## config.mk

```make
export PLATFORM = sky130hd
export DESIGN_NAME = ppm_csr
export DESIGN_NICKNAME = d
export VERILOG_FILES = /design/src/ppm_pkg.sv /design/src/ppm_csr.sv
export SDC_FILE = /design/constraint.sdc
export NUM_CORES = 1
export LEC_CHECK = 0
export ABC_AREA = 0
export BUFFER_PORTS_ARGS = -buffer_cell sky130_fd_sc_hd__buf_2
export CORE_ASPECT_RATIO = 1.25
export CORE_MARGIN = 2
export CORE_UTILIZATION = 40
export DETAILED_ROUTE_END_ITERATION = 16
export PLACE_DENSITY = 0.95
export REMOVE_ABC_BUFFERS = 1
export SLEW_MARGIN = 10
export SYNTH_ARGS = -nofsm -noshare
export SYNTH_HDL_FRONTEND = slang
export SYNTH_SLANG_ARGS = --single-unit
```

## constraint.sdc

```tcl
create_clock -name clock -period 2.4 [get_ports clock]
set_input_delay 0.48 -clock clock [delete_from_list [all_inputs] [get_ports clock]]
set_output_delay 0.48 -clock clock [all_outputs]
set_load 0.01 [all_outputs]
```

## src/ppm_pkg.sv

```systemverilog
// ppm_pkg: offsets, field positions and reset values of the port power
// management control/status block.
// assumes: AHB-Lite slave with 32-bit data, one word per register.
package ppm_pkg;
   // register byte offsets
   localparam logic [11:0] PPM_PMCS_OFS      = 12'h0c4;
   localparam logic [11:0] PPM_IRQ_STAT_OFS  = 12'h100;
   localparam logic [11:0] PPM_IRQ_MASK_OFS  = 12'h104;
   localparam logic [11:0] PPM_CTRL_OFS      = 12'h108;
   // field positions in power_mgmt_ctl_stat
   localparam int PPM_PS_LSB      = 0;
   localparam int PPM_CTX_BIT     = 3;
   localparam int PPM_WEN_BIT     = 8;
   localparam int PPM_WST_BIT     = 15;
   // power state codes
   localparam logic [1:0] PPM_PS_D0    = 2'h0;
   localparam logic [1:0] PPM_PS_D1    = 2'h1;
   localparam logic [1:0] PPM_PS_D2    = 2'h2;
   localparam logic [1:0] PPM_PS_D3HOT = 2'h3;
   // reset values
   localparam logic [1:0] PPM_PS_RST   = 2'h0;
   localparam logic       PPM_CTX_RST  = 1'h1;
   localparam logic       PPM_WEN_RST  = 1'h0;
   localparam logic       PPM_WST_RST  = 1'h0;
   localparam logic [1:0] PPM_IRQ_RST  = 2'h0;
   localparam logic       PPM_CTX_LOCK_RST = 1'h0;
   // interrupt status bits
   localparam int PPM_IRQ_PS_BIT   = 0;
   localparam int PPM_IRQ_WAKE_BIT = 1;
   // control register bits
   localparam int PPM_CTRL_LOCK_BIT = 0;
   // ahb-lite encodings
   localparam logic [1:0] PPM_HTRANS_NONSEQ = 2'h2;
   localparam logic [1:0] PPM_HTRANS_SEQ    = 2'h3;
   localparam logic [2:0] PPM_HSIZE_WORD    = 3'h2;
endpackage : ppm_pkg

```

## src/ppm_csr.sv

```systemverilog
// ppm_csr: power management control/status register of one switch port,
// reached over an ahb-lite slave, with a sticky wake status and interrupt.
// assumes: one clock; reset is the fundamental reset, hot_reset is the
// port's hot reset; wake_gen is a one-cycle pulse from the same clock.
//
// Notes on behaviour
// - power state field bits 1:0 reads back the state and takes writes of 0=D0 or 3=D3hot only; writes of 1 or 2 are ignored.
// - bit 3 reports context kept across D3hot to D0, reset value one.
// - bit 8 wake enable gates wake message requests and resets to zero.
// - wake enable survives hot reset; only fundamental reset clears it.
// - bit 15 wake status sets when the port generates a wake, enable or not, write one clears.
// - forwarding a downstream wake message leaves wake status unchanged.
// - on the upstream port wake status always reads zero.
// - data select and data scale fields read zero and ignore writes.
// - the top data byte reads zero.
// - bus power/clock control enable and B2/B3 support bits read zero.
`timescale 1ns/1ps
`default_nettype none
module ppm_csr
   import ppm_pkg::*;
#(
   parameter bit IS_UPSTREAM = 1'b0
) (
   // clock and resets
   input  wire logic        clock,
   input  wire logic        reset,
   input  wire logic        hot_reset,
   // ahb-lite slave
   input  wire logic        hsel,
   input  wire logic [31:0] haddr,
   input  wire logic [1:0]  htrans,
   input  wire logic        hwrite,
   input  wire logic [2:0]  hsize,
   input  wire logic [31:0] hwdata,
   input  wire logic        hready,
   output logic      [31:0] hrdata,
   output logic             hreadyout,
   output logic             hresp,
   // wake events
   input  wire logic        wake_gen,
   input  wire logic        wake_fwd,
   output logic             wake_msg_req,
   // state out to the port
   output logic [1:0]       power_state,
   output logic             context_kept,
   // interrupt
   output logic             irq
);

   initial begin
      if (IS_UPSTREAM !== 1'b0 && IS_UPSTREAM !== 1'b1)
         $error("IS_UPSTREAM must be 0 or 1");
   end

   // address phase capture
   logic        wr_pend_r;
   logic        rd_pend_r;
   logic [11:0] addr_r;
   logic        wr_pend_nxt;
   logic        rd_pend_nxt;

   wire access_ok = hsel && hready && htrans[1];
   assign wr_pend_nxt = access_ok && hwrite;
   assign rd_pend_nxt = access_ok && !hwrite;

   always_ff @(posedge clock) begin
      if (reset) begin
         wr_pend_r <= 1'b0;
         rd_pend_r <= 1'b0;
         addr_r    <= 12'h000;
      end else begin
         wr_pend_r <= wr_pend_nxt;
         rd_pend_r <= rd_pend_nxt;
         if (access_ok)
            addr_r <= haddr[11:0];
      end
   end

   // zero-wait, always okay
   assign hreadyout = 1'b1;
   assign hresp     = 1'b0;

   // data phase decode
   wire sel_pmcs  = addr_r == PPM_PMCS_OFS;
   wire sel_stat  = addr_r == PPM_IRQ_STAT_OFS;
   wire sel_mask  = addr_r == PPM_IRQ_MASK_OFS;
   wire sel_ctrl  = addr_r == PPM_CTRL_OFS;
   wire wr_pmcs   = wr_pend_r && sel_pmcs;
   wire wr_mask   = wr_pend_r && sel_mask;
   wire wr_ctrl   = wr_pend_r && sel_ctrl;
   wire rd_stat   = rd_pend_r && sel_stat;

   // register state
   logic [1:0] ps_r;
   logic       ctx_r;
   logic       ctx_lock_r;
   logic       wen_r;
   logic       wst_r;
   logic [1:0] irq_stat_r;
   logic [1:0] irq_mask_r;
   logic [1:0] ps_nxt;
   logic       ctx_nxt;
   logic       wen_nxt;
   logic       wst_nxt;
   logic [1:0] irq_stat_nxt;

   wire [1:0] ps_wr     = hwdata[PPM_PS_LSB +: 2];
   wire       ps_legal  = (ps_wr == PPM_PS_D0) || (ps_wr == PPM_PS_D3HOT);
   wire       ps_change = wr_pmcs && ps_legal && (ps_wr != ps_r);
   // only a port that originates a wake sets status; forwarding does not
   wire       wake_set  = wake_gen && !IS_UPSTREAM;
   wire       wst_clr   = wr_pmcs && hwdata[PPM_WST_BIT];

   assign ps_nxt  = (wr_pmcs && ps_legal) ? ps_wr : ps_r;
   assign ctx_nxt = (wr_pmcs && !ctx_lock_r) ? hwdata[PPM_CTX_BIT] : ctx_r;
   assign wen_nxt = wr_pmcs ? hwdata[PPM_WEN_BIT] : wen_r;
   // set wins over a write-one clear in the same cycle
   assign wst_nxt = wake_set | (wst_r & ~wst_clr);

   assign irq_stat_nxt[PPM_IRQ_PS_BIT] =
      ps_change | (irq_stat_r[PPM_IRQ_PS_BIT] & ~rd_stat);
   assign irq_stat_nxt[PPM_IRQ_WAKE_BIT] =
      wake_set | (irq_stat_r[PPM_IRQ_WAKE_BIT] & ~rd_stat);

   // non-sticky fields: either reset loads their reset values
   always_ff @(posedge clock) begin
      if (reset || hot_reset) begin
         ps_r       <= PPM_PS_RST;
         ctx_r      <= PPM_CTX_RST;
         irq_stat_r <= PPM_IRQ_RST;
         irq_mask_r <= PPM_IRQ_RST;
      end else begin
         ps_r       <= ps_nxt;
         ctx_r      <= ctx_nxt;
         irq_stat_r <= irq_stat_nxt;
         if (wr_mask)
            irq_mask_r <= hwdata[1:0];
      end
   end

   // context bit write lock, set once by the loader
   always_ff @(posedge clock) begin
      if (reset)
         ctx_lock_r <= PPM_CTX_LOCK_RST;
      else if (wr_ctrl && hwdata[PPM_CTRL_LOCK_BIT])
         ctx_lock_r <= 1'b1;
   end

   // sticky fields: only the fundamental reset clears them
   always_ff @(posedge clock) begin
      if (reset) begin
         wen_r <= PPM_WEN_RST;
         wst_r <= PPM_WST_RST;
      end else begin
         wen_r <= wen_nxt;
         wst_r <= wst_nxt;
      end
   end

   // read data assembly; unlisted fields stay zero
   logic [31:0] pmcs_rd;
   always_comb begin
      pmcs_rd = 32'h0000_0000;
      pmcs_rd[PPM_PS_LSB +: 2] = ps_r;
      pmcs_rd[PPM_CTX_BIT]     = ctx_r;
      pmcs_rd[PPM_WEN_BIT]     = wen_r;
      pmcs_rd[PPM_WST_BIT]     = wst_r & ~IS_UPSTREAM;
   end

   wire [31:0] rd_mux =
      sel_pmcs ? pmcs_rd :
      sel_stat ? {30'h0000_0000, irq_stat_r} :
      sel_mask ? {30'h0000_0000, irq_mask_r} :
      sel_ctrl ? {31'h0000_0000, ctx_lock_r} : 32'h0000_0000;

   assign hrdata = rd_pend_r ? rd_mux : 32'h0000_0000;

   // outputs
   assign wake_msg_req = wake_set && wen_r;
   assign power_state  = ps_r;
   assign context_kept = ctx_r;
   assign irq          = |(irq_stat_r & irq_mask_r);

endmodule : ppm_csr
`default_nettype wire

```

==> impl_summary.txt, run 1 <==
----------------------------------------------------
[Outcome]
  Result of the run ... completed

[Synthesis]
  Sequential share of the synthesized area ... 36.1%
  Mean instance size in the synthesized netlist ... 8.26 µm²
  Largest cells by area after synthesis ... sky130_fd_sc_hd__dfxtp_1 36%, sky130_fd_sc_hd__buf_4 16%, sky130_fd_sc_hd__nand2_1 8.7%
  Number of cells produced by synthesis ... 161
  Top-area cell type share of the netlist area ... 36.1%
  Total of warnings raised by yosys ... 0
  Number of flops mapped to enable cells by yosys ... 0
  Cell taking the most area after synthesis ... sky130_fd_sc_hd__dfxtp_1
  Top-count cell post-synth ... sky130_fd_sc_hd__nand2_1
  Most instantiated flip-flop cell in the synthesis netlist ... sky130_fd_sc_hd__dfxtp_1
  Number of distinct library cells after synthesis ... 35
  Cell types with the highest counts after synthesis ... 31 x sky130_fd_sc_hd__nand2_1, 29 x sky130_fd_sc_hd__buf_4, 24 x sky130_fd_sc_hd__dfxtp_1
  Mapped cell area ... 1330 µm²
  Proportion of register bits with asynchronous set or reset after synthesis ... 0%
  Register bit count reported by yosys ... 24

[Placement]
  I/O Buffers ... 34
  Final GP Congestion ... 0.827
  Final HPWL from detailed placement ... 1980 µm

[Power]
  Switching Share ... 22.5%
  Power per cell area ... 580 nW/µm²
  Internal power ... 0.000665 W
  Sequential group share of total power ... 48.5%
  Overall power consumption ... 0.000858 W
  Leakage power total ... 0.664 nW
  Combinational power share ... 10.4%
  NetSw ... 0.000193 W
  Worst supply voltage drop on vdd ... 0.375 mV
  Relative contribution of the clock network to total power ... 41.1%

[Detailed routing]
  Routed WL ... 2490 µm
  Via Count ... 1088
  Post-detailed-route count of antenna-violating nets ... 0
  Routed length per instance ... 10.8 µm
  Initial detailed-routing violation count ... 31
  Remaining design rule violation count ... 0
  Post-DR vias/cell ... 4.71
  Initial DRT Pass Iterations ... 4

[Floorplanning]
  Initial cell density of the core ... 41.6%
  Area inside the core boundary ... 3190 µm²
  Number of top-level pins ... 116
  Cell Rows ... 23
  Die X-Extent ... 55.6 µm
  Die height ... 68.5 µm
  Overall die area ... 3810 µm²

[Clock tree]
  Htree depth ... 1
  Max Buffers Root-to-Sink ... 2
  Clock tree from TritonCTS ... yes
  Clock-pin slew of the registers on the worst-case setup and hold paths ... 0.08 ns
  Quantity of hold-fixing buffers added after cts ... 0
  Number of sinks driven by the clock tree ... 24
  Source-to-sink clock delay at the later pin of the worst-skew pair ... 0.27 ns
  Number of clock buffers inserted by TritonCTS ... 3
  Clk Tree Root Cell ... sky130_fd_sc_hd__clkbuf_8

[Cells and area]
  Filler instances ... 340
  Fraction of layout cells with a size suffix above 1 ... 23.2%
  Area growth from synthesis to final layout ... 11.3%
  Sequential Area ... 480 µm²
  Area of the multi-input gates ... 697 µm²
  Count of nets after finishing ... 272
  Diode count ... 0

[Timing]
  Minimum clock period ... 2.33 ns
  Final number of max-transition violations ... 0
  Max Freq ... 0.430 GHz
  Setup repair after global routing missed its margin ... no
  Final setup violating endpoints ... 0
  Final Hold Violating Endpoints ... 0
  Share of the cycle needed by the critical path after routing ... 96.9%
  Setup skew after layout ... 0.00348 ns
  Post-Route Setup TNS ... 0 ns
  Worst Hold Margin ... 0.381 ns

[Worst setup path]
  Slowest CP cell ... sky130_fd_sc_hd__or3b_1
  Worst path cell trace ... or3b_1 > or3_1 > o22ai_1 > o2111a_1 > buf_2
  Critical path fanouts, max ... 4
  Count of cells along the worst register-to-register path ... 5
  Delay contributed by the slowest stage of the critical path ... 0.37 ns
  CP Data Required Time ... 1.92 ns
  CP arrival ... 1.85 ns
  Kind of capture point of the worst setup path ... output pin
  Worst Setup Path Type ... reg -> out
  Kind of start point of the critical path ... flop

[GRT]
  Overall overflow remaining after global route ... 0
  GRT Resource Usage Total ... 13.4%
  First-pass GRT wire length ... 3970 µm
  Number of global-route vias before repair ... 912
  Number of antenna violations at the first check in global routing ... 0
  Maximum number of pins on one net before global-route repair ... 20

[Hold path]
  Class of the tightest hold or removal check ... in -> reg
  Number of cells on the worst hold path ... 2

[Flow run]
  Count of maximum capacitance violations ... 0

----------------------------------------------------
state kept, by name, summed over array words and instances (netlist names):
name          flops
wr_pend_r         1
wst_r             1
power_state       2
ctx_lock_r        1
addr_r           12
rd_pend_r         1
irq_mask_r        2
irq_stat_r        2
wen_r             1
context_kept      1
final cells by class:
class	instances	area share (%)
Clock buffer	3	2.79
Sequential cell	24	32.5
Tap cell	37	3.13
Multi-Input combinational cell	129	47.1
Clock inverter	1	2.03
Inverter	2	0.507
Timing Repair Buffer	35	12.0
worst max-delay path: cells and delay by family, from the launching register on:
family                 cells  cell delay (ns)
buffers and inverters      1             0.13
AOI/OAI and AO/OA          2             0.38
and+or+nand+nor            2             0.71
DFF                        1             0.36
path summary, 6_finish.rpt:
path	from	end	slack, ns
min	hwrite	rd_pend_r	0.38
min reg2reg	addr_r[8]	addr_r[8]	0.49
max	addr_r[8]	hrdata[0]	0.07
max reg2reg	addr_r[11]	irq_stat_r[0]	0.72
power by group through the flow:
stage,sequential (W),combinational (W),clock (W)
after floorplan,0.000423,0.0000502,0
after global placement,0.000424,0.0000812,0
after detailed placement,0.000425,0.0000826,0
after CTS,0.000416,0.0000830,0.000358
after global routing,0.000418,0.0000987,0.000377
final,0.000416,0.0000895,0.000352
per-stage QoR:
stage                     cell area, µm²  utilization (%)  instances  setup WS (ns)
after global placement              1400             43.7        226          0.399
after global routing                1480             46.3        231        0.00985
after CTS                           1470             45.9        230         0.0810
final                               1480             46.3        231         0.0737
after floorplan                     1180                -        155          0.523
after detailed placement            1400             43.7        226          0.388
layout by cell type, fill, tap and decap left out, drive strengths merged, types with 3 or more instances in the layout:
cell type  instances
nand2             31
nor3               3
mux2i              4
conb              29
a22o               3
o21ai              4
dfxtp             24
nor2              10
a21oi             14
buf               35
clkbuf             3
nor3b              6
and2               4
layer usage:
layer / share of wire [%] / wire length (µm) / track usage, % / vias up
met5: 0 / 0 / 0 / -
met4: 2.6 / 66 / 9.15 / 0
met3: 7.7 / 191 / 2.27 / 5
li1: - / - / - / 558
met1: 42 / 1050 / 15.3 / 476
met2: 48 / 1190 / 23.1 / 49
cell families after synthesis:
kind of cell / synth area share, %
DFF: 36.1
muxes: 3.01
and+or+nand+nor: 26.4
AOI/OAI and AO/OA: 14.3
buffers and inverters: 19.6
other: 0.565
what timing repair did:
| item | in CTS | in global routing |
|---|---|---|
| hold endpoints to repair | 0 | 0 |
| buffers inserted | 0 | 1 |
| gates resized for setup | 0 | 1 |
| endpoints found under the setup margin | 0 | 3 |
Note: power is estimated with default switching activity, not from simulation.
==> run 2: changes to the inputs <==
--- a/config.mk
+++ b/config.mk
@@ -11,7 +11,7 @@
 export CORE_MARGIN = 2
 export CORE_UTILIZATION = 40
 export DETAILED_ROUTE_END_ITERATION = 16
-export PLACE_DENSITY = 0.95
+export PLACE_DENSITY_LB_ADDON = 0.2
 export REMOVE_ABC_BUFFERS = 1
 export SLEW_MARGIN = 10
 export SYNTH_ARGS = -nofsm -noshare
==> impl_summary.txt, run 2 (synthesized netlist as in run 1, its figures left out) <==
----------------------------------------------------
[Placement]
  Standard cell area after detailed placement ... 1400 µm² (unchanged)
  I/O Buffers ... 34 (unchanged)
  Place WS ... 0.355 ns (was 0.388 ns)
  Final HPWL from detailed placement ... 2050 µm (was 1980 µm)
  Placed cell count ... 226 (unchanged)
  Final GP Congestion ... 0.914 (was 0.827)

[Worst setup path]
  Kind of start point of the critical path ... flop (unchanged)
  End of the worst register-to-register path ... irq_stat_r[0] (unchanged)
  Critical R2R Launch ... addr_r[11] (unchanged)
  Launch point of the critical path ... addr_r[6] (was addr_r[8])
  Worst Setup Path Type ... reg -> out (unchanged)
  CP Data Required Time ... 1.92 ns (about the same)
  Critical path fanouts, max ... 4 (unchanged)
  Endpoint of the worst setup timing path ... hrdata[0] (unchanged)
  Kind of capture point of the worst setup path ... output pin (unchanged)
  Count of cells along the worst register-to-register path ... 5 (unchanged)
  Register-to-Register Setup Slack ... 0.77 ns (was 0.72 ns)
  CP arrival ... 1.86 ns (was 1.85 ns)

[Cells and area]
  Most common library cell in the layout ignoring fill and taps ... sky130_fd_sc_hd__buf_2 (unchanged)
  Sequential Area ... 482 µm² (was 480 µm²)
  Max reg flops ... 12 (unchanged)
  Area growth from synthesis to final layout ... 11.8% (was 11.3%)
  Diode count ... 0 (unchanged)
  Final std cell area, no fill ... 1490 µm² (was 1480 µm²)
  Commonest non-fill, non-tap cells in the layout ... 34 x sky130_fd_sc_hd__buf_2, 31 x sky130_fd_sc_hd__nand2_1, 29 x sky130_fd_sc_hd__conb_1, 23 x sky130_fd_sc_hd__dfxtp_1, 14 x sky130_fd_sc_hd__a21oi_1 (was 34 x sky130_fd_sc_hd__buf_2, 31 x sky130_fd_sc_hd__nand2_1, 29 x sky130_fd_sc_hd__conb_1, 24 x sky130_fd_sc_hd__dfxtp_1, 14 x sky130_fd_sc_hd__a21oi_1)
  Count of nets after finishing ... 272 (unchanged)
  Register ranked first by flip-flop count ... addr_r (unchanged)
  Area of the multi-input gates ... 702 µm² (was 697 µm²)
  Number of non-filler instances in the completed layout ... 231 (unchanged)
  Fraction of layout cells with a size suffix above 1 ... 24.2% (was 23.2%)
  Filler instances ... 331 (was 340)

[Clock tree]
  Htree depth ... 1 (unchanged)
  Max Buffers Root-to-Sink ... 2 (unchanged)
  Clock-pin slew of the registers on the worst-case setup and hold paths ... 0.09 ns (was 0.08 ns)
  Number of sinks driven by the clock tree ... 24 (unchanged)
  Clock tree from TritonCTS ... yes (unchanged)
  Clk Tree Root Cell ... sky130_fd_sc_hd__clkbuf_8 (unchanged)
  Source-to-sink clock delay at the later pin of the worst-skew pair ... 0.26 ns (was 0.27 ns)
  Number of clock buffers inserted by TritonCTS ... 3 (unchanged)

[Timing]
  Share of the cycle needed by the critical path after routing ... 97.4% (was 96.9%)
  Setup skew after layout ... 0.00154 ns (was 0.00348 ns)
  Worst Hold Margin ... 0.379 ns (was 0.381 ns)
  Slew headroom ... 65.1%
  Final setup violating endpoints ... 0 (unchanged)
  Final setup margin ... 0.0633 ns (was 0.0737 ns)
  Max Freq ... 0.428 GHz (was 0.430 GHz)
  Setup repair after global routing missed its margin ... no (unchanged)
  Minimum clock period ... 2.34 ns (was 2.33 ns)
  Post-Route Setup TNS ... 0 ns (unchanged)
  Pin slew with the least headroom to its limit ... 0.521 ns
  Final number of max-transition violations ... 0 (unchanged)
  Final Hold Violating Endpoints ... 0 (unchanged)

[Power]
  Sequential group share of total power ... 48.3% (was 48.5%)
  Leakage power total ... 0.667 nW (was 0.664 nW)
  Internal power ... 0.000665 W (about the same)
  Combinational power share ... 10.5% (was 10.4%)
  Worst supply voltage drop on vdd ... 0.325 mV (was 0.375 mV)
  Switching Share ... 22.8% (was 22.5%)
  Relative contribution of the clock network to total power ... 41.2% (was 41.1%)
  Power per cell area ... 580 nW/µm² (about the same)
  NetSw ... 0.000197 W (was 0.000193 W)

[Floorplanning]
  Die X-Extent ... 55.6 µm (unchanged)
  Area inside the core boundary ... 3190 µm² (unchanged)
  Number of top-level pins ... 116 (unchanged)
  Overall die area ... 3810 µm² (unchanged)
  Cell Rows ... 23 (unchanged)
  Initial cell density of the core ... 41.6% (unchanged)
  Die height ... 68.5 µm (unchanged)

[Flow run]
  Count of maximum capacitance violations ... 0 (unchanged)

[Detailed routing]
  Routed WL ... 2680 µm (was 2490 µm)
  Initial detailed-routing violation count ... 23 (was 31)
  Via Count ... 1130 (was 1088)
  Post-DR vias/cell ... 4.89 (was 4.71)
  Post-detailed-route count of antenna-violating nets ... 0 (unchanged)
  Routed length per instance ... 11.6 µm (was 10.8 µm)
  Initial DRT Pass Iterations ... 4 (unchanged)
  Remaining design rule violation count ... 0 (unchanged)

[Outcome]
  Result of the run ... completed (unchanged)

[GRT]
  First-pass GRT wire length ... 4510 µm (was 3970 µm)
  Overall overflow remaining after global route ... 0 (unchanged)
  GRT Resource Usage Total ... 14.8% (was 13.4%)
  Maximum number of pins on one net before global-route repair ... 20 (unchanged)
  Number of global-route vias before repair ... 1029 (was 912)
  Number of antenna violations at the first check in global routing ... 0 (unchanged)

[Hold path]
  Class of the tightest hold or removal check ... in -> reg (unchanged)

----------------------------------------------------
run 2: cell types whose count changed in the layout (fill, tap and decap cells not counted):
cell                      previous run  this run
sky130_fd_sc_hd__or3_1               1         0
sky130_fd_sc_hd__dfxtp_1            24        23
sky130_fd_sc_hd__or3_4               0         1
sky130_fd_sc_hd__dfxtp_2             0         1
run 2: timing repair:
item                       CTS  global route
buffers inserted             0             1
resized for setup            0             3
hold buffers                 0             0
setup endpoints to repair    0             4
run 2: routing by layer:
| metal | track usage [%] | part of all wire [%] | up-vias |
|---|---|---|---|
| met5 | 0 | 0 | - |
| met4 | 4.57 | 1.0 | 0 |
| met3 | 2.84 | 8.5 | 4 |
| met2 | 26.0 | 46 | 62 |
| met1 | 18.4 | 44 | 508 |
| li1 | - | - | 556 |
run 2: critical path, stage by stage (launching register included):
cell and delay, ns:
sky130_fd_sc_hd__dfxtp_1 0.34, sky130_fd_sc_hd__or3b_1 0.39, sky130_fd_sc_hd__or3_4 0.34, sky130_fd_sc_hd__o22ai_1 0.18
sky130_fd_sc_hd__o2111a_1 0.21, sky130_fd_sc_hd__buf_2 0.13
run 2: how the worst min path moves through the flow:
| stage | startpoint | depth (start not counted) | slack [ns] | endpoint |
|---|---|---|---|---|
| CTS | hwrite | 2 | 0.37 | rd_pend_r |
| finish | hwrite | 2 | 0.38 | rd_pend_r |
| floorplan | addr_r[8] | 2 | 0.44 | addr_r[8] |
| detailed placement | addr_r[6] | 2 | 0.47 | addr_r[6] |
| global route | hwrite | 2 | 0.38 | rd_pend_r |
| global placement | addr_r[8] | 2 | 0.46 | addr_r[8] |
run 2: area by class of cell:
| class | instances | share of cell area, % |
|---|---|---|
| Clock inverter | 1 | 2.02 |
| Clock buffer | 3 | 2.78 |
| Tap cell | 37 | 3.11 |
| Multi-Input combinational cell | 129 | 47.2 |
| Timing Repair Buffer | 35 | 12.0 |
| Inverter | 2 | 0.505 |
| Sequential cell | 24 | 32.4 |
run 2: power groups by stage:
stage / sequential (W) / combinational [W] / clock [W]
2_1_floorplan: 0.000423 / 0.0000502 / 0
3_3_place_gp: 0.000425 / 0.0000814 / 0
3_5_place_dp: 0.000425 / 0.0000832 / 0
4_1_cts: 0.000416 / 0.0000839 / 0.000362
5_1_grt: 0.000418 / 0.000101 / 0.000380
6_report: 0.000416 / 0.0000902 / 0.000355
run 2: through the flow:
step / power [W] / utilization [%]
detailed placement: 0.000508 / 43.7
global route: 0.000899 / 46.5
global placement: 0.000506 / 43.7
floorplan: 0.000473 / -
CTS: 0.000861 / 45.9
finish: 0.000862 / 46.5
